**src/rtl/pfbo_defs.vh**
```
// Timing and pin-code constants for the parallel flash bus host controller
`ifndef PFBO_DEFS_VH
`define PFBO_DEFS_VH

// ****************************************************************
// Clock
// ****************************************************************
`define PFBO_CLK_PERIOD_NS        20

// ****************************************************************
// Device timing figures in ns
// ****************************************************************
`define PFBO_ADDR_ACCESS_NS       70
`define PFBO_CE_ACCESS_NS         70
`define PFBO_WR_PULSE_NS          35
`define PFBO_WR_HOLD_NS           20
`define PFBO_RESET_PULSE_MIN_NS   500
`define PFBO_RESET_TO_READ_NS     50
`define PFBO_READY_MAX_NS         20000

// ****************************************************************
// Cycle counts, least times rounded up
// ****************************************************************
`define PFBO_CYC_UP(ns)  (((ns) + `PFBO_CLK_PERIOD_NS - 1) / `PFBO_CLK_PERIOD_NS)
`define PFBO_ACC_CYC     `PFBO_CYC_UP(`PFBO_CE_ACCESS_NS)
`define PFBO_WRP_CYC     `PFBO_CYC_UP(`PFBO_WR_PULSE_NS)
`define PFBO_WRH_CYC     `PFBO_CYC_UP(`PFBO_WR_HOLD_NS)
`define PFBO_RP_CYC      `PFBO_CYC_UP(`PFBO_RESET_PULSE_MIN_NS)
`define PFBO_RH_CYC      `PFBO_CYC_UP(`PFBO_RESET_TO_READ_NS)
`define PFBO_RDY_CYC     `PFBO_CYC_UP(`PFBO_READY_MAX_NS)

// ****************************************************************
// Command codes on the user port
// ****************************************************************
`define PFBO_OP_READ       3'h0
`define PFBO_OP_WRITE      3'h1
`define PFBO_OP_PROTECT    3'h2
`define PFBO_OP_UNPROTECT  3'h3
`define PFBO_OP_RESET      3'h4

// ****************************************************************
// Address bit positions for protect cycles
// ****************************************************************
`define PFBO_PROT_A6       6
`define PFBO_PROT_A1       1
`define PFBO_PROT_A0       0

`endif

```
**src/rtl/pfbo_host.v**
```verilog
// Host controller that drives a parallel NOR flash through its bus pins
`timescale 1ns/1ps
`include "pfbo_defs.vh"

module pfbo_host (
   input  wire        ref_clk,
   input  wire        arst_n,
   input  wire        req_valid,
   output wire        req_ready,
   input  wire [2:0]  req_op,
   input  wire [20:0] req_addr,
   input  wire [15:0] req_wdata,
   input  wire        word_mode,
   output reg         rsp_valid_r,
   output reg  [15:0] rsp_rdata_r,
   output reg         reset_recovered_r,
   output reg  [19:0] flash_addr_r,
   output reg         flash_ce_n_r,
   output reg         flash_oe_n_r,
   output reg         flash_we_n_r,
   output reg         flash_reset_n_r,
   output reg         flash_hv_select_r,
   output reg         flash_width_word_r,
   input  wire [15:0] dq_in,
   output reg  [15:0] dq_out_r,
   output reg  [15:0] dq_oe_r,
   input  wire        completion_pin
);

   // ****************************************************************
   // States
   // ****************************************************************
   localparam ST_IDLE   = 3'h0;
   localparam ST_READ   = 3'h1;
   localparam ST_WRITE  = 3'h2;
   localparam ST_WHOLD  = 3'h3;
   localparam ST_RSTLOW = 3'h4;
   localparam ST_RSTREC = 3'h5;
   localparam ST_RDYWT  = 3'h6;

   localparam integer ACC_I   = `PFBO_ACC_CYC;
   localparam integer WRP_I   = `PFBO_WRP_CYC;
   localparam integer WRH_I   = `PFBO_WRH_CYC;
   localparam integer RP_I    = `PFBO_RP_CYC;
   localparam integer RH_I    = `PFBO_RH_CYC;
   localparam integer RDY_I   = `PFBO_RDY_CYC;
   localparam [15:0]  ACC_CYC = ACC_I[15:0];
   localparam [15:0]  WRP_CYC = WRP_I[15:0];
   localparam [15:0]  WRH_CYC = WRH_I[15:0];
   localparam [15:0]  RP_CYC  = RP_I[15:0];
   localparam [15:0]  RH_CYC  = RH_I[15:0];
   localparam [15:0]  RDY_CYC = RDY_I[15:0];

   reg [2:0]  state_r;
   reg [2:0]  state_nxt;
   reg [15:0] cnt_r;
   reg [15:0] cnt_nxt;

   wire [15:0] byte_lane_oe;
   wire [19:0] cmd_addr;
   wire        cnt_done;

   assign req_ready = (state_r == ST_IDLE);
   assign cnt_done  = (cnt_r == 16'h0001) || (cnt_r == 16'h0000);

   // ****************************************************************
   // Address and lane mapping
   // ****************************************************************
   assign cmd_addr = word_mode ? req_addr[19:0] : req_addr[20:1];
   // Pin 15 carries the low address bit in byte width, never data
   genvar gi;
   generate
      for (gi = 0; gi < 16; gi = gi + 1) begin : g_lane
         if (gi < 8) begin : g_lo
            assign byte_lane_oe[gi] = 1'b1;
         end else if (gi < 15) begin : g_mid
            assign byte_lane_oe[gi] = word_mode;
         end else begin : g_top
            assign byte_lane_oe[gi] = 1'b1;
         end
      end
   endgenerate

   // ****************************************************************
   // Next state
   // ****************************************************************
   always @* begin
      state_nxt = state_r;
      cnt_nxt   = (cnt_r == 16'h0000) ? 16'h0000 : cnt_r - 16'h0001;
      case (state_r)
         ST_IDLE: begin
            if (req_valid) begin
               case (req_op)
                  `PFBO_OP_READ: begin
                     state_nxt = ST_READ;
                     cnt_nxt   = ACC_CYC;
                  end
                  `PFBO_OP_WRITE, `PFBO_OP_PROTECT, `PFBO_OP_UNPROTECT: begin
                     state_nxt = ST_WRITE;
                     cnt_nxt   = WRP_CYC;
                  end
                  `PFBO_OP_RESET: begin
                     state_nxt = ST_RSTLOW;
                     cnt_nxt   = RP_CYC;
                  end
                  default: begin
                     state_nxt = ST_IDLE;
                  end
               endcase
            end
         end
         ST_READ: begin
            if (cnt_done) begin
               state_nxt = ST_IDLE;
            end
         end
         ST_WRITE: begin
            if (cnt_done) begin
               state_nxt = ST_WHOLD;
               cnt_nxt   = WRH_CYC;
            end
         end
         ST_WHOLD: begin
            if (cnt_done) begin
               state_nxt = ST_IDLE;
            end
         end
         ST_RSTLOW: begin
            if (cnt_done) begin
               state_nxt = ST_RDYWT;
               cnt_nxt   = RDY_CYC;
            end
         end
         ST_RDYWT: begin
            // Busy device finishes its internal reset first
            if (completion_pin || cnt_done) begin
               state_nxt = ST_RSTREC;
               cnt_nxt   = RH_CYC;
            end
         end
         ST_RSTREC: begin
            if (cnt_done) begin
               state_nxt = ST_IDLE;
            end
         end
         default: begin
            state_nxt = ST_IDLE;
         end
      endcase
   end

   // ****************************************************************
   // Registers and pins
   // ****************************************************************
   always @(posedge ref_clk or negedge arst_n) begin
      if (!arst_n) begin
         state_r            <= ST_IDLE;
         cnt_r              <= 16'h0000;
         rsp_valid_r        <= 1'b0;
         rsp_rdata_r        <= 16'h0000;
         reset_recovered_r  <= 1'b0;
         flash_addr_r       <= 20'h00000;
         flash_ce_n_r       <= 1'b1;
         flash_oe_n_r       <= 1'b1;
         flash_we_n_r       <= 1'b1;
         flash_reset_n_r    <= 1'b1;
         flash_hv_select_r  <= 1'b0;
         flash_width_word_r <= 1'b1;
         dq_out_r           <= 16'h0000;
         dq_oe_r            <= 16'h0000;
      end else begin
         state_r            <= state_nxt;
         cnt_r              <= cnt_nxt;
         rsp_valid_r        <= 1'b0;
         reset_recovered_r  <= 1'b0;
         if (state_r == ST_IDLE && req_valid) begin
            // Width is held for the whole cycle, not followed live
            flash_width_word_r <= word_mode;
            flash_addr_r <= cmd_addr;
            dq_out_r     <= word_mode ? req_wdata : {req_addr[0], 7'h00, req_wdata[7:0]};
            case (req_op)
               `PFBO_OP_READ: begin
                  flash_ce_n_r <= 1'b0;
                  flash_oe_n_r <= 1'b0;
                  flash_we_n_r <= 1'b1;
                  dq_oe_r      <= word_mode ? 16'h0000 : 16'h8000;
               end
               `PFBO_OP_WRITE, `PFBO_OP_PROTECT, `PFBO_OP_UNPROTECT: begin
                  flash_ce_n_r <= 1'b0;
                  flash_oe_n_r <= 1'b1;
                  flash_we_n_r <= 1'b0;
                  dq_oe_r      <= byte_lane_oe;
                  if (req_op != `PFBO_OP_WRITE) begin
                     flash_hv_select_r <= 1'b1;
                     flash_addr_r[`PFBO_PROT_A6] <= (req_op == `PFBO_OP_UNPROTECT);
                     flash_addr_r[`PFBO_PROT_A1] <= 1'b1;
                     flash_addr_r[`PFBO_PROT_A0] <= 1'b0;
                  end
               end
               `PFBO_OP_RESET: begin
                  flash_reset_n_r <= 1'b0;
                  flash_ce_n_r    <= 1'b1;
                  flash_oe_n_r    <= 1'b1;
                  flash_we_n_r    <= 1'b1;
                  dq_oe_r         <= 16'h0000;
               end
               default: begin
                  flash_ce_n_r <= 1'b1;
               end
            endcase
         end
         if (state_r == ST_READ && cnt_done) begin
            rsp_valid_r  <= 1'b1;
            rsp_rdata_r  <= flash_width_word_r ? dq_in : {8'h00, dq_in[7:0]};
            flash_ce_n_r <= 1'b1;
            flash_oe_n_r <= 1'b1;
            dq_oe_r      <= 16'h0000;
         end
         if (state_r == ST_WRITE && cnt_done) begin
            flash_we_n_r <= 1'b1;
         end
         if (state_r == ST_WHOLD && cnt_done) begin
            flash_ce_n_r      <= 1'b1;
            flash_hv_select_r <= 1'b0;
            dq_oe_r           <= 16'h0000;
         end
         if (state_r == ST_RSTLOW && cnt_done) begin
            flash_reset_n_r <= 1'b1;
         end
         if (state_r == ST_RSTREC && cnt_done) begin
            reset_recovered_r <= 1'b1;
         end
      end
   end

endmodule

```
**config.mk**
```make
export PLATFORM = sky130hd
export DESIGN_NAME = pfbo_host
export DESIGN_NICKNAME = d
export VERILOG_FILES = /design/src/rtl/pfbo_host.v
export VERILOG_INCLUDE_DIRS = /design/src /design/src/rtl
export SDC_FILE = /design/constraint.sdc
export NUM_CORES = 1
export LEC_CHECK = 0
export BUFFER_PORTS_ARGS = -buffer_cell sky130_fd_sc_hd__buf_2
export CORE_MARGIN = 8
export CORE_UTILIZATION = 45
export CTS_BUF_LIST = sky130_fd_sc_hd__clkbuf_16
export DETAILED_ROUTE_END_ITERATION = 16
export PLACE_DENSITY = 0.73
export SLEW_MARGIN = 20
export SYNTH_ARGS = -nofsm -noshare
export SYNTH_HDL_FRONTEND = slang
export SYNTH_SLANG_ARGS = --single-unit
export TNS_END_PERCENT = 30
```
**constraint.sdc**
```tcl
create_clock -name ref_clk -period 2.85 [get_ports ref_clk]
set_input_delay 0 -clock ref_clk [delete_from_list [all_inputs] [get_ports ref_clk]]
set_output_delay 0 -clock ref_clk [all_outputs]
set_load 0.1 [all_outputs]
```
* Word-level counts from Yosys, hierarchy flattened
Cells that the tools add are included.
** Storage, ports and cells
- Register bits after elaboration :: 95
- Output and inout port bits :: 77
- Word-level logic and storage cells :: 110
** Cells by class
- Add/subtract/negate cells :: 1
- Equal/unequal tests :: 17
- Mux-type cells :: 45
- Reduce and logical (&&, ||, !) cells :: 33
** Operators by type and width (number)
- $mux 16 :: 11
- $pmux 16 s3 :: 2
- $pmux 16 s4 :: 1
- $mux 20 :: 1
- $mux 1 :: 19
- $eq 16x1->1 const B :: 1
- $logic_not 16->1 :: 1
- $sub 16x1->16 const B :: 1
- $mux 3 :: 5
- $pmux 3 s5 :: 1
- $reduce_bool 2->1 :: 7
- $eq 3x2->1 const B :: 4
- $eq 3x3->1 const B :: 4
- $pmux 3 s3 :: 1
- $reduce_bool 3->1 :: 3
- $ne 2x2->1 const B :: 4
- $reduce_and 2->1 :: 4
- $reduce_or 4->1 :: 2
- $eq 3x1->1 const B :: 2
- $logic_and 1x1->1 :: 6
- $logic_not 3->1 :: 2
- $reduce_or 3->1 :: 2
- $reduce_and 5->1 :: 1
- $reduce_bool 5->1 :: 1
- 7 further kinds :: 10

* Depth between registers and ports, before layout
Gate-level depths: netlist of run 1.
- Depth after elaboration :: 6
- Depth in mapped cells :: 8

* Worst setup path after synthesis of run 1
OpenSTA, ideal clock, no wires.
- Path type :: flip-flop to flip-flop
- Start :: register state_r[2]
- End :: register cnt_r[5]
- Setup time :: 83 ps
- Arrival time :: 2450 ps
- Path slack :: 318 ps
- Stages on the path, launching flop included :: 9
- Clock period less this slack :: 2532 ps
- Cells stage by stage :: dfrtp_1 clkbuf_1 nor2_1 nand2_1 clkinv_1 a31o_2 a31oi_1 nand2_1 o21ai_0
** Between the ends
- Word-level cells in the longest chain between the ends :: 2
- Elaborated cells on any way between the ends :: 5
** RTL lines
- start: declaration :: RTL line pfbo_host.v:54 : reg [2:0] state_r;
- start signal: assignment :: RTL line pfbo_host.v:172 : state_r <= state_nxt;
- $logic_not 3->1
- net req_ready :: RTL line pfbo_host.v:9 : output wire req_ready,
- $pmux 16 s4 :: RTL line pfbo_host.v:90 : case (state_r)
- net cnt_nxt[5] :: RTL line pfbo_host.v:57 : reg [15:0] cnt_nxt;
- end signal: assignment :: RTL line pfbo_host.v:173 : cnt_r <= cnt_nxt;
- end: declaration :: RTL line pfbo_host.v:56 : reg [15:0] cnt_r;
The timed path passes the listed nets, and every way through them passes these cells.
A chain may end at the register's enable or synchronous reset.

* Final worst setup path of run 1
- Start :: register cnt_r[4]
- End :: register cnt_r[2]
** Between the ends
- Word-level cells in the longest chain between the ends :: 5
- Elaborated cells on any way between the ends :: 11
** RTL lines (RTL line)
- $logic_not 16->1 or $eq 16x1->1 (tied branches) :: pfbo_host.v:64, pfbo_host.v:89
- $mux 16 or $logic_or 1x1->1 (tied branches) :: pfbo_host.v:89, pfbo_host.v:64
- $pmux 16 s3 or $logic_or 1x1->1 (tied branches) :: pfbo_host.v:93, pfbo_host.v:136
- $mux 16 (on tied branches) :: pfbo_host.v:92, pfbo_host.v:136
- $pmux 16 s4 * :: pfbo_host.v:90
- net cnt_nxt[2] :: pfbo_host.v:57
Mark *: on every way through the listed nets, which the timed path passes. The rest lies on a longest branch.

==> impl_results.md, run 1 <==
- Vias after detailed routing: 3695
- Hpwl dp: 7.65 mm
- Most frequent cells in the layout: buf_2, nand2_1, dfrtp_1
- DRC viols: 0
- DR iter-0 viols: 218
- Total CTS buffers: 9
- Post-route ant nets: 0
- Vias in the first global route: 3826
- Reg-to-Reg Start: cnt_r[4]$_DFF_PN0_
- Worst Setup End Kind: flip-flop
- Internal power: 0.00213 W
- Hold path endpoint: flash_addr_r[11]$_DFFE_PN0P_
- CTS root buffer: clkbuf_16
- Core area: 8680 um^2
- Clock latency on the worst-skew pair: 0.33 ns
- Combinational Power Share: 23.6%
- Total gr overflow: 0
- Final period util: 89.9%
- Commonest non-fill, non-tap cell in the layout: buf_2
- Synth warn: 0
- Top Usage Layer GRT: met2
- P_sw: 0.00107 W
- IO buf count: 137
- Setup tns final: 0 ns
- Sw Share: 33.4%
- Final WL: 11.5 mm
- I/O Pins: 138
- Hold_sp: req_addr[12]
- Sequential share of power: 40.2%
- Reg2Reg Depth: 6
- Post-DP Area: 4690 um^2
- CTS Sinks: 82
- CTS tree: yes
- Lkg Pwr: 2.74 nW
- Die height: 110 um
- Average via count per standard cell: 5.20
- Setup slack, reg-to-reg: 0.29 ns
- Share of cells above drive strength 1: 30.1%
- Layout Nets: 661
- Final instance area: 5570 um^2
- F_max: 390 MHz
- Worst r2r dst: cnt_r[2]$_DFF_PN0_
- Final min period: 2.56 ns
- GRT Total Usage: 18.5%
- Cells after DPL: 637
- Initial Utilization: 46.2%
- Crit path DAT: 2.75 ns
- H-tree depth: 3
- Final Max Slew Viols: 0
- Non-Filler Instances: 710
- Maximum VDD drop: 0.406 mV
- Crit-path max FO: 9
- Hold Fails Final Rpt: 0
- Post-CTS Setup Inserts: 0
- Final Skew: 0.00753 ns
- Number of synthesized flops with an enable pin: 0
- Post-Synthesis Cells: 421
- Die Area: 12200 um^2
- Register area share after synthesis: 51.3%
- Reg area: 2060 um^2
- Diode count: 0
- Pwr Total: 0.00320 W
- GR Util met3: 6.44%
- Req. time, crit path: 3.04 ns
- CTS resizes: 0
- Clk slew on worst S/H paths: 0.06 ns
- Antenna violations before repair: 0
- Rows: 34
- Worst setup path class: flip-flop to flip-flop
- Met2 Use GR: 31.9%
- Global-route wire length before repair: 19.1 mm
- MaxCap Viol Count: 0
- Routed length per instance: 16.2 um
- Final Setup Violations: 0
- Cell Pwr Density: 575 nW/um^2
- WHS Path Cells: 3
- Mapped cell area: 4010 um^2
- RSZ-0062 raised after global routing: false
- Syn_area_per_cell: 9.53 um^2
- Seq cells post-synth: 82
- Area of the multi-input gates: 1730 um^2
- Syn nets: 485
- DIE WIDTH: 110 um
- Clk pwr share: 36.2%
- HP Class: input pin to flip-flop
- Gpl congestion: 0.889
- Worst-margin pin slew: 0.790 ns
- Number of library cell types mapped by synthesis: 49
- CTS Hold Bufs: 55
- Filler cells: 670
- Synthesis-to-layout area growth: 38.9%
- Pin count of the biggest net entering global routing: 83
- Met1 Usage GRT: 21.0%
- Async SR Flop Fraction: 100%
- Clk buf depth: 2
- Startpoint Class: flip-flop
- Result of the run: complete, no violations
- Ys flop type: dfrtp_1
- Slew headroom: 47.3%
- Drt first pass iters: 4
[worst max path at each step]
stage / start / end / slack, ns / depth (start not counted)
2_1_floorplan: state_r[2]$_DFFE_PN0P_ / cnt_r[5]$_DFF_PN0_ / 0.32 / 8
3_3_place_gp: cnt_r[4]$_DFF_PN0_ / cnt_r[2]$_DFF_PN0_ / 0.41 / 6
3_5_place_dp: cnt_r[4]$_DFF_PN0_ / cnt_r[2]$_DFF_PN0_ / 0.35 / 6
4_1_cts: cnt_r[4]$_DFF_PN0_ / cnt_r[2]$_DFF_PN0_ / 0.30 / 6
5_1_grt: cnt_r[4]$_DFF_PN0_ / cnt_r[2]$_DFF_PN0_ / 0.17 / 6
6_report: cnt_r[4]$_DFF_PN0_ / cnt_r[2]$_DFF_PN0_ / 0.29 / 6
[per-stage QoR]
stage | hold WS (ns) | setup slack, ns | util (%)
floorplan | -0.296 | 0.318 | -
global placement | 0.189 | 0.408 | 54.1
detailed placement | 0.199 | 0.346 | 54.1
CTS | 0.000732 | 0.303 | 63.9
global route | 0.0135 | 0.170 | 64.2
finish | 0.00608 | 0.288 | 64.2
[power groups by stage]
stage               combinational (W)  sequential, W  clock (W)
detailed placement           0.000686        0.00131          0
floorplan                    0.000257        0.00157          0
finish                       0.000754        0.00129    0.00116
CTS                          0.000749        0.00129    0.00118
global route                 0.000804        0.00130    0.00124
global placement             0.000678        0.00130          0
[final cells by class]
cell class	instances	share of cell area (%)
timing repair buffer	201	23.6
clock inverter	7	1.37
multi-input combinational	296	31.1
sequential	82	36.9
tap	108	2.43
inverter	7	0.472
clock buffer	9	4.04
[layer usage]
layer / wire length, um / vias up
li1: - / 1788
met1: 4570 / 1783
met2: 5970 / 114
met3: 875 / 10
met4: 103 / 0
met5: 0 / -
[worst max-delay path, stage by stage, from the launching register on]
cell	delay, ns
dfrtp_1	0.42
or4_1	0.73
nor4_4	0.42
buf_4	0.23
a221oi_1	0.14
o31ai_4	0.36
o22ai_1	0.12
[registers in the layout (all words and copies together), names as in the netlist]
register	flops
flash_addr_r	20
cnt_r	16
dq_out_r	16
rsp_rdata_r	16
dq_oe_r	3
state_r	3
flash_ce_n_r	1
flash_hv_select_r	1
flash_oe_n_r	1
flash_reset_n_r	1
flash_we_n_r	1
flash_width_word_r	1
reset_recovered_r	1
rsp_valid_r	1
[synth_stat cells (all sizes together), types with 2 or more instances]
| cell | n | area, um^2 |
|---|---|---|
| xor2 | 3 | 26.3 |
| mux2i | 21 | 210 |
| nand3 | 14 | 70.1 |
| o21ai | 23 | 115 |
| nor4 | 6 | 52.6 |
| nand2b | 3 | 18.8 |
| nor2 | 42 | 158 |
| o22ai | 4 | 25.0 |
| or4 | 3 | 22.5 |
| clkbuf | 19 | 71.3 |
| or2 | 2 | 12.5 |
| nor2b | 3 | 18.8 |
| mux2 | 8 | 97.6 |
| nor3 | 6 | 30.0 |
| dfstp | 5 | 131 |
| inv | 6 | 22.5 |
| a21oi | 32 | 160 |
| o31ai | 5 | 51.3 |
| a21boi | 2 | 15.0 |
| a211oi | 4 | 30.0 |
| buf | 17 | 128 |
| xnor2 | 11 | 96.3 |
| nand2 | 80 | 300 |
| or3 | 2 | 12.5 |
| ha | 3 | 37.5 |
| dfrtp | 77 | 1930 |
| a31oi | 3 | 18.8 |
[cell families after synthesis]
kind of cell	Yosys count	share of synthesized area, %
mux	29	7.67
buf+inv	43	5.61
xor+xnor	14	3.06
compound gates	80	11.9
flops	82	51.3
fa+ha+maj	3	0.936
simple gates	170	19.5
Power figures use the tool's default switching activity.
==> run 2, diff against run 1 <==
--- a/config.mk
+++ b/config.mk
@@ -6,6 +6,7 @@
 export SDC_FILE = /design/constraint.sdc
 export NUM_CORES = 1
 export LEC_CHECK = 0
+export ABC_AREA = 1
 export BUFFER_PORTS_ARGS = -buffer_cell sky130_fd_sc_hd__buf_2
 export CORE_MARGIN = 8
 export CORE_UTILIZATION = 45
==> run 2 against run 1 <==
Net effect: sequential share of layout area down 0.29 points; global-route usage up 0.10 points; register-to-register slack better by 0.31 ns; largest cell class unchanged; largest power group unchanged.
==> impl_results.md, run 2 <==
- Result of the run: complete, no violations
- CTS root buffer: clkbuf_16
- Lkg Pwr: 2.91 nW (+6.2%)
- Diode count: 0 (unchanged)
- Yosys top cell area share: 47.0% (-1.0 points)
- Final period util: 78.9% (-11 points)
- HP Class: input pin to flip-flop
- Final Setup Violations: 0 (unchanged)
- Clock latency on the worst-skew pair: 0.33 ns (about the same)
- Crit path DAT: 2.51 ns (-0.24 ns)
- Crit path largest cell delay: 0.60 ns (-0.13 ns)
- CTS resizes: 0 (unchanged)
- Hold Fails Final Rpt: 0 (unchanged)
- Gpl congestion: 0.841 (-5.4%)
- Startpoint Class: flip-flop
- Hpwl dp: 7.98 mm (+4.3%)
- Setup tns final: 0 ns (unchanged)
- Cells taking the most area after synthesis: dfrtp_1, nand2_1, nor2_1
- Initial Utilization: 45.4% (-0.81 points)
- Crit-path max FO: 66 (+57)
- Family with the most delay on the worst path: buffers and inverters
- Share of cells above drive strength 1: 25.4% (-4.7 points)
- Worst Setup End Kind: flip-flop
- Total gr overflow: 0 (unchanged)
- Post-route ant nets: 0 (unchanged)
- Post-Synthesis Cells: 515 (+22%)
- Synth warn: 0 (unchanged)
- Min Hold Slack: 0.0277 ns (+0.0216 ns)
- Post-CTS Setup Inserts: 0 (unchanged)
- Req. time, crit path: 3.11 ns (+0.07 ns)
- Combinational Power Share: 8.2% (-15 points)
- Syn_area_per_cell: 7.95 um^2 (-17%)
- IO buf count: 137 (unchanged)
- CP max-delay cell: dlygate4sd3_1
- Final Skew: 0.00979 ns (+0.00226 ns)
- Worst setup path class: flip-flop to flip-flop
- Total CTS buffers: 9 (unchanged)
- Layout Nets: 757 (+15%)
- Number of library cell types mapped by synthesis: 37 (-24%)
- Clk buf depth: 2 (unchanged)
- Clk slew on worst S/H paths: 0.06 ns (about the same)
- Pin count of the biggest net entering global routing: 83 (unchanged)
- DRC viols: 0 (unchanged)
- Final Max Slew Viols: 0 (unchanged)
- Number of synthesized flops with an enable pin: 0 (unchanged)
- Most frequent cells in the layout: nand2_1, buf_2, dfrtp_1
- Final instance area: 5610 um^2 (+0.79%)
- Synthesis-to-layout area growth: 37.0%
- Die Area: 12400 um^2 (+1.8%)
- Drt first pass iters: 5 (+1)
- Register area share after synthesis: 50.2% (-1.1 points)
- Ys flop type: dfrtp_1
- Final WL: 11.6 mm (+0.69%)
- Global-route wire length before repair: 19.5 mm (+2.0%)
- Average via count per standard cell: 4.94 (-5.1%)
- DIE WIDTH: 111 um (+0.90%)
- MaxCap Viol Count: 0 (unchanged)
- Maximum VDD drop: 0.317 mV (-22%)
- Antenna violations before repair: 0 (unchanged)
- Mapped cell area: 4100 um^2 (+2.1%)
- Vias after detailed routing: 3997 (+8.2%)
- Core area: 9020 um^2 (+4.0%)
- Count leader, synth: nand2_1
- P_sw: 0.000595 W (-44%)
- Rows: 35 (+2.9%)
- GRT Total Usage: 18.6% (+0.10 points)
- Crit-path cells: inv_2 > nand2_1 > nor2_4 > nand2_2 > buf_4 > o31ai_1 > dlygate4sd3_1
- Routed length per instance: 14.3 um (-12%)
- Top cells by count, synth: nand2_1, dfrtp_1, nor2_1, o21ai_0, inv_1
- Final min period: 2.25 ns (-0.313 ns)
- Vias in the first global route: 4044 (+5.7%)
- Worst-margin pin slew: 0.758 ns (-0.0324 ns)
- Largest register FFs: 20 (unchanged)
- Cell Pwr Density: 442 nW/um^2 (-23%)
- Syn nets: 579 (+19%)
- CTS tree: yes
- Commonest non-fill, non-tap cell in the layout: nand2_1
- Slew headroom: 49.5% (+2.2 points)
- Seq cells post-synth: 82 (unchanged)
- Internal power: 0.00188 W (-12%)
- F_max: 445 MHz (+14%)
- Die height: 111 um (+0.90%)
- H-tree depth: 3 (unchanged)
- Post-DP Area: 4740 um^2 (+0.99%)
- Sw Share: 24.0% (-9.4 points)
- Clk pwr share: 43.6% (+7.4 points)
- Async SR Flop Fraction: 100% (unchanged)
- I/O Pins: 138 (unchanged)
- DR iter-0 viols: 278 (+28%)
- CTS Sinks: 82 (unchanged)
- Sequential share of power: 48.3% (+8.1 points)
- RSZ-0062 raised after global routing: false
- Most flops, register: flash_addr_r
- Leading area contributor after synthesis: dfrtp_1
- Buf/Inv on CP: 3 (+2)
## run 2: cell types whose count changed after synthesis, sizes merged, moves of 5 or more
cell,previous run,this run
nor4,6,1
o21ai,23,43
inv,6,35
o31ai,5,15
nor2,42,71
nand2,80,174
a21oi,32,11
mux2i,21,0
nand3,14,22
mux2,8,0
buf,17,25
clkbuf,19,5
xnor2,11,1
## run 2: tightest hold or removal path, stage by stage
cell	delay, ns
buf_2	0.09
o21ai_0	0.06
o21ai_0	0.16
## run 2: worst paths after layout
kind | slack, ns | start | depth (start not counted) | endpoint
min in group asynchronous | 0.25 | arst_n | 2 | dq_out_r[7]$_DFFE_PN0P_
worst max-delay path | 0.60 | state_r[0]$_DFFE_PN0P_ | 7 | dq_out_r[15]$_DFFE_PN0P_
worst max register to register | 0.60 | state_r[0]$_DFFE_PN0P_ | 7 | dq_out_r[15]$_DFFE_PN0P_
worst min-delay path | 0.03 | req_addr[8] | 3 | flash_addr_r[7]$_DFFE_PN0P_
worst min register to register | 0.48 | rsp_rdata_r[2]$_DFFE_PN0P_ | 2 | rsp_rdata_r[2]$_DFFE_PN0P_
max in group asynchronous | 2.05 | arst_n | 2 | flash_addr_r[19]$_DFFE_PN0P_
## run 2: cell type report
cell class,instances,area (um^2)
multi-input combinational,368,1720
clock buffer,9,225
fill,765,3410
inverter,35,131
sequential,82,2060
clock inverter,7,53.8
timing repair buffer,197,1290
tap,111,139
## run 2: power groups by stage
stage / Clock [W] / Combinational [W] / Sequential, W
4_1_cts: 0.00111 / 0.000200 / 0.00120
5_1_grt: 0.00116 / 0.000227 / 0.00120
6_report: 0.00108 / 0.000202 / 0.00120
2_1_floorplan: 0 / 0.0000671 / 0.00122
3_5_place_dp: 0 / 0.000148 / 0.00122
3_3_place_gp: 0 / 0.000146 / 0.00122
## run 2: logic make-up after synthesis
kind of cell               synth area share (%)
AOI/OAI and AO/OA                          11.0
xor gates and xnor gates                   1.50
DFF                                        50.2
adders and majority gates                 0.916
buffers and inverters                      7.85
and+or+nand+nor                            28.5
## run 2: per-stage QoR
step | total power, W | utilization [%] | setup WS (ns) | instances
6_report | 0.00248 | 62.2 | 0.601 | 809
5_1_grt | 0.00258 | 62.2 | 0.448 | 809
3_3_place_gp | 0.00136 | 52.6 | 1.01 | 734
3_5_place_dp | 0.00137 | 52.6 | 0.935 | 734
4_1_cts | 0.00250 | 62.2 | 0.696 | 809
2_1_floorplan | 0.00128 | - | 0.944 | 515
## run 2: repair_timing
item	4_1_cts	5_1_grt
endpoints found under the setup margin	0	0
endpoints found under the hold margin	125	0
hold buffers	59	0
## run 2: metal layers
layer | part of all wire [%] | wire (um) | global-route usage [%]
met3 | 6.9 | 805 | 6.18
met1 | 42 | 4850 | 21.7
met2 | 49 | 5720 | 31.3
met5 | 0 | 0 | 0
met4 | 2.0 | 227 | 6.67
==> run 3, diff against run 2 <==
--- a/config.mk
+++ b/config.mk
@@ -6,7 +6,7 @@
 export SDC_FILE = /design/constraint.sdc
 export NUM_CORES = 1
 export LEC_CHECK = 0
-export ABC_AREA = 1
+export ABC_AREA = 0
 export BUFFER_PORTS_ARGS = -buffer_cell sky130_fd_sc_hd__buf_2
 export CORE_MARGIN = 8
 export CORE_UTILIZATION = 45
==> constraint.sdc (replaced) <==
create_clock -name ref_clk -period 2.1 [get_ports ref_clk]
set_input_delay 0 -clock ref_clk [delete_from_list [all_inputs] [get_ports ref_clk]]
set_output_delay 0 -clock ref_clk [all_outputs]
set_load 0.1 [all_outputs]
==> run 3 against run 2 <==
Net effect: the flow now finishes with violations (negative setup slack); via count shrank 2.2%; combinational power grew to 5.6 times the previous value; sequential power grew 43%; cell count shrank 9.4%; cell area grew 3.4%; clock skew shrank 0.00083 ns; critical path depth shrank 1; first-iteration DRC count shrank 43%; largest cell class unchanged.
==> impl_results.md, run 3 (synthesized netlist as in run 1, its figures left out) <==
- Cell Pwr Density: 765 nW/um^2 (+73%)
- Layout Nets: 684 (-9.6%)
- Most frequent cells in the layout: buf_2, nand2_1, dfrtp_1
- Final min period: 2.14 ns (-0.105 ns)
- Lkg Pwr: 2.87 nW (-1.3%)
- Synthesis-to-layout area growth: 44.7%
- Total gr overflow: 0 (unchanged)
- Hold Fails Final Rpt: 0 (unchanged)
- Final instance area: 5810 um^2 (+3.4%)
- MaxCap Viol Count: 0 (unchanged)
- CTS root buffer: clkbuf_16
- Commonest non-fill, non-tap cell in the layout: buf_2
- Global-route wire length before repair: 20.6 mm (+5.8%)
- Crit path DAT: 2.36 ns (-0.15 ns)
- Average via count per standard cell: 5.33 (+7.9%)
- Worst setup path class: flip-flop to flip-flop
- H-tree depth: 3 (unchanged)
- Pin count of the biggest net entering global routing: 59 (-29%)
- Diode count: 0 (unchanged)
- Core area: 8680 um^2 (-3.8%)
- I/O Pins: 138 (unchanged)
- Final period util: 102% (+23 points)
- Req. time, crit path: 2.32 ns (-0.79 ns)
- Clk slew on worst S/H paths: 0.07 ns (about the same)
- Rows: 34 (-2.9%)
- Clk buf depth: 2 (unchanged)
- Vias in the first global route: 4150 (+2.6%)
- Final core occ: 66.9% (+4.7 points)
- HP Class: input pin to flip-flop
- Final Setup Violations: 8 (+8)
- Vias after detailed routing: 3909 (-2.2%)
- Startpoint Class: flip-flop
- Routed length per instance: 17.1 um (+19%)
- Total CTS buffers: 9 (unchanged)
- Hold_sp: req_addr[8]
- Reg-to-Reg Start: cnt_r[11]$_DFF_PN0_
- Slew headroom: 66.4% (+17 points)
- CTS tree: yes
- Failing checks: negative setup slack
- WHS Path Cells: 3 (unchanged)
- Most flops, register: flash_addr_r
- Final WL: 12.5 mm (+7.9%)
- Drt first pass iters: 5 (unchanged)
- IO buf count: 137 (unchanged)
- Worst setup path startpoint: cnt_r[11]$_DFF_PN0_
- Final Max Slew Viols: 0 (unchanged)
- Worst Setup End Kind: flip-flop
- PnR worst setup slack: -0.0443 ns (-0.645 ns)
- F_max: 466 MHz (+4.9%)
- Gpl congestion: 0.917 (+9.0%)
- Setup slack, reg-to-reg: -0.04 ns (-0.65 ns)
- Worst-margin pin slew: 0.504 ns (-0.253 ns)
- Initial Utilization: 46.2% (+0.81 points)
- GRT Total Usage: 20.1% (+1.5 points)
- Crit-path max FO: 25 (-62%)
- Maximum VDD drop: 0.514 mV (+62%)
- DR iter-0 viols: 158 (-43%)
- RSZ-0062 raised after global routing: true
- Filler cells: 668 (-13%)
- Worst r2r dst: rsp_rdata_r[7]$_DFFE_PN0P_
- Final Skew: 0.00896 ns (-0.000827 ns)
- Antenna violations before repair: 0 (unchanged)
- Result of the run: complete, but fails checks
- Post-DP Area: 4930 um^2 (+4.0%)
- CTS Sinks: 82 (unchanged)
- Clock latency on the worst-skew pair: 0.33 ns (about the same)
- Hpwl dp: 8.28 mm (+3.8%)
- Die Area: 12200 um^2 (-1.8%)
- Worst setup path end: rsp_rdata_r[7]$_DFFE_PN0P_
- Die height: 110 um (-0.89%)
- Reg2Reg Depth: 6 (-1)
- DIE WIDTH: 110 um (-0.89%)
- Largest register FFs: 20 (unchanged)
- DRC viols: 0 (unchanged)
- Post-route ant nets: 0 (unchanged)
- Share of cells above drive strength 1: 34.9% (+9.5 points)
-- run 3: changes by cell type in the layout (fill, tap and decap cells not counted), moves of 8 or more --
cell     before  now
nand3_1      20   12
nand2_1     171   79
inv_1        30    6
buf_4         1   32
o21ai_0      32   21
nor2_1       66   41
xnor2_1       1   11
a21oi_1      11   31
mux2i_1       0   21
o31ai_1      15    3
o21ai_1      10    2
-- run 3: worst min-delay path by stage --
stage                                  endpoint  slack (ns)
floorplan                    cnt_r[0]$_DFF_PN0_       -0.30
global placement         state_r[1]$_DFFE_PN0P_       -0.01
detailed placement       dq_oe_r[7]$_DFFE_PN0P_      -0.009
CTS                 flash_addr_r[6]$_DFFE_PN0P_     0.00006
global route        flash_addr_r[7]$_DFFE_PN0P_        0.03
finish              flash_addr_r[7]$_DFFE_PN0P_       0.009
-- run 3: final cells by class --
cell class	instances	area [um^2]	share of cell area, %
clock buffer	9	225	3.88
clock inverter	7	76.3	1.31
inverter	7	27.5	0.474
multi-input combinational	296	1770	30.5
sequential	82	2060	35.5
tap	108	135	2.33
timing repair buffer	224	1510	26.0
-- run 3: metal layers --
layer  share of wire [%]  track usage (%)
met2                  51             34.2
met1                  39             22.6
met4                 2.4             8.47
met3                 8.0             6.49
met5                   0                0
-- run 3: metrics by stage --
step	setup slack, ns	hold slack (ns)	setup TNS [ns]	std cells	power, W
CTS	-0.0241	0.0000600	-0.0793	733	0.00445
floorplan	-0.127	-0.296	-1.08	421	0.00248
global route	-0.117	0.0320	-2.10	733	0.00461
finish	-0.0443	0.00892	-0.201	733	0.00444
detailed placement	-0.0664	-0.00911	-0.241	663	0.00278
global placement	0.0358	-0.0134	0	663	0.00276
-- run 3: repair_timing --
| action | 4_1_cts | 5_1_grt |
|---|---|---|
| buffers inserted | 1 | 0 |
| resized for setup | 4 | 7 |
| pin swaps | 1 | 1 |
| hold endpoints to repair | 79 | 0 |
| hold buffers | 53 | 0 |
| endpoints found under the setup margin | 10 | 30 |
-- run 3: report_power, final --
part           switching [W]  internal, W
logic               0.000783     0.000352
clock network       0.000655     0.000931
registers          0.0000536      0.00167
total                0.00149      0.00295
-- run 3: worst max-delay path, stage by stage (launching register included) --
cell and delay (ns):
dfrtp_1 0.39, or4_4 0.57, nor4_4 0.29, buf_4 0.18, nand4_4 0.11, buf_12 0.20, mux2_4 0.30
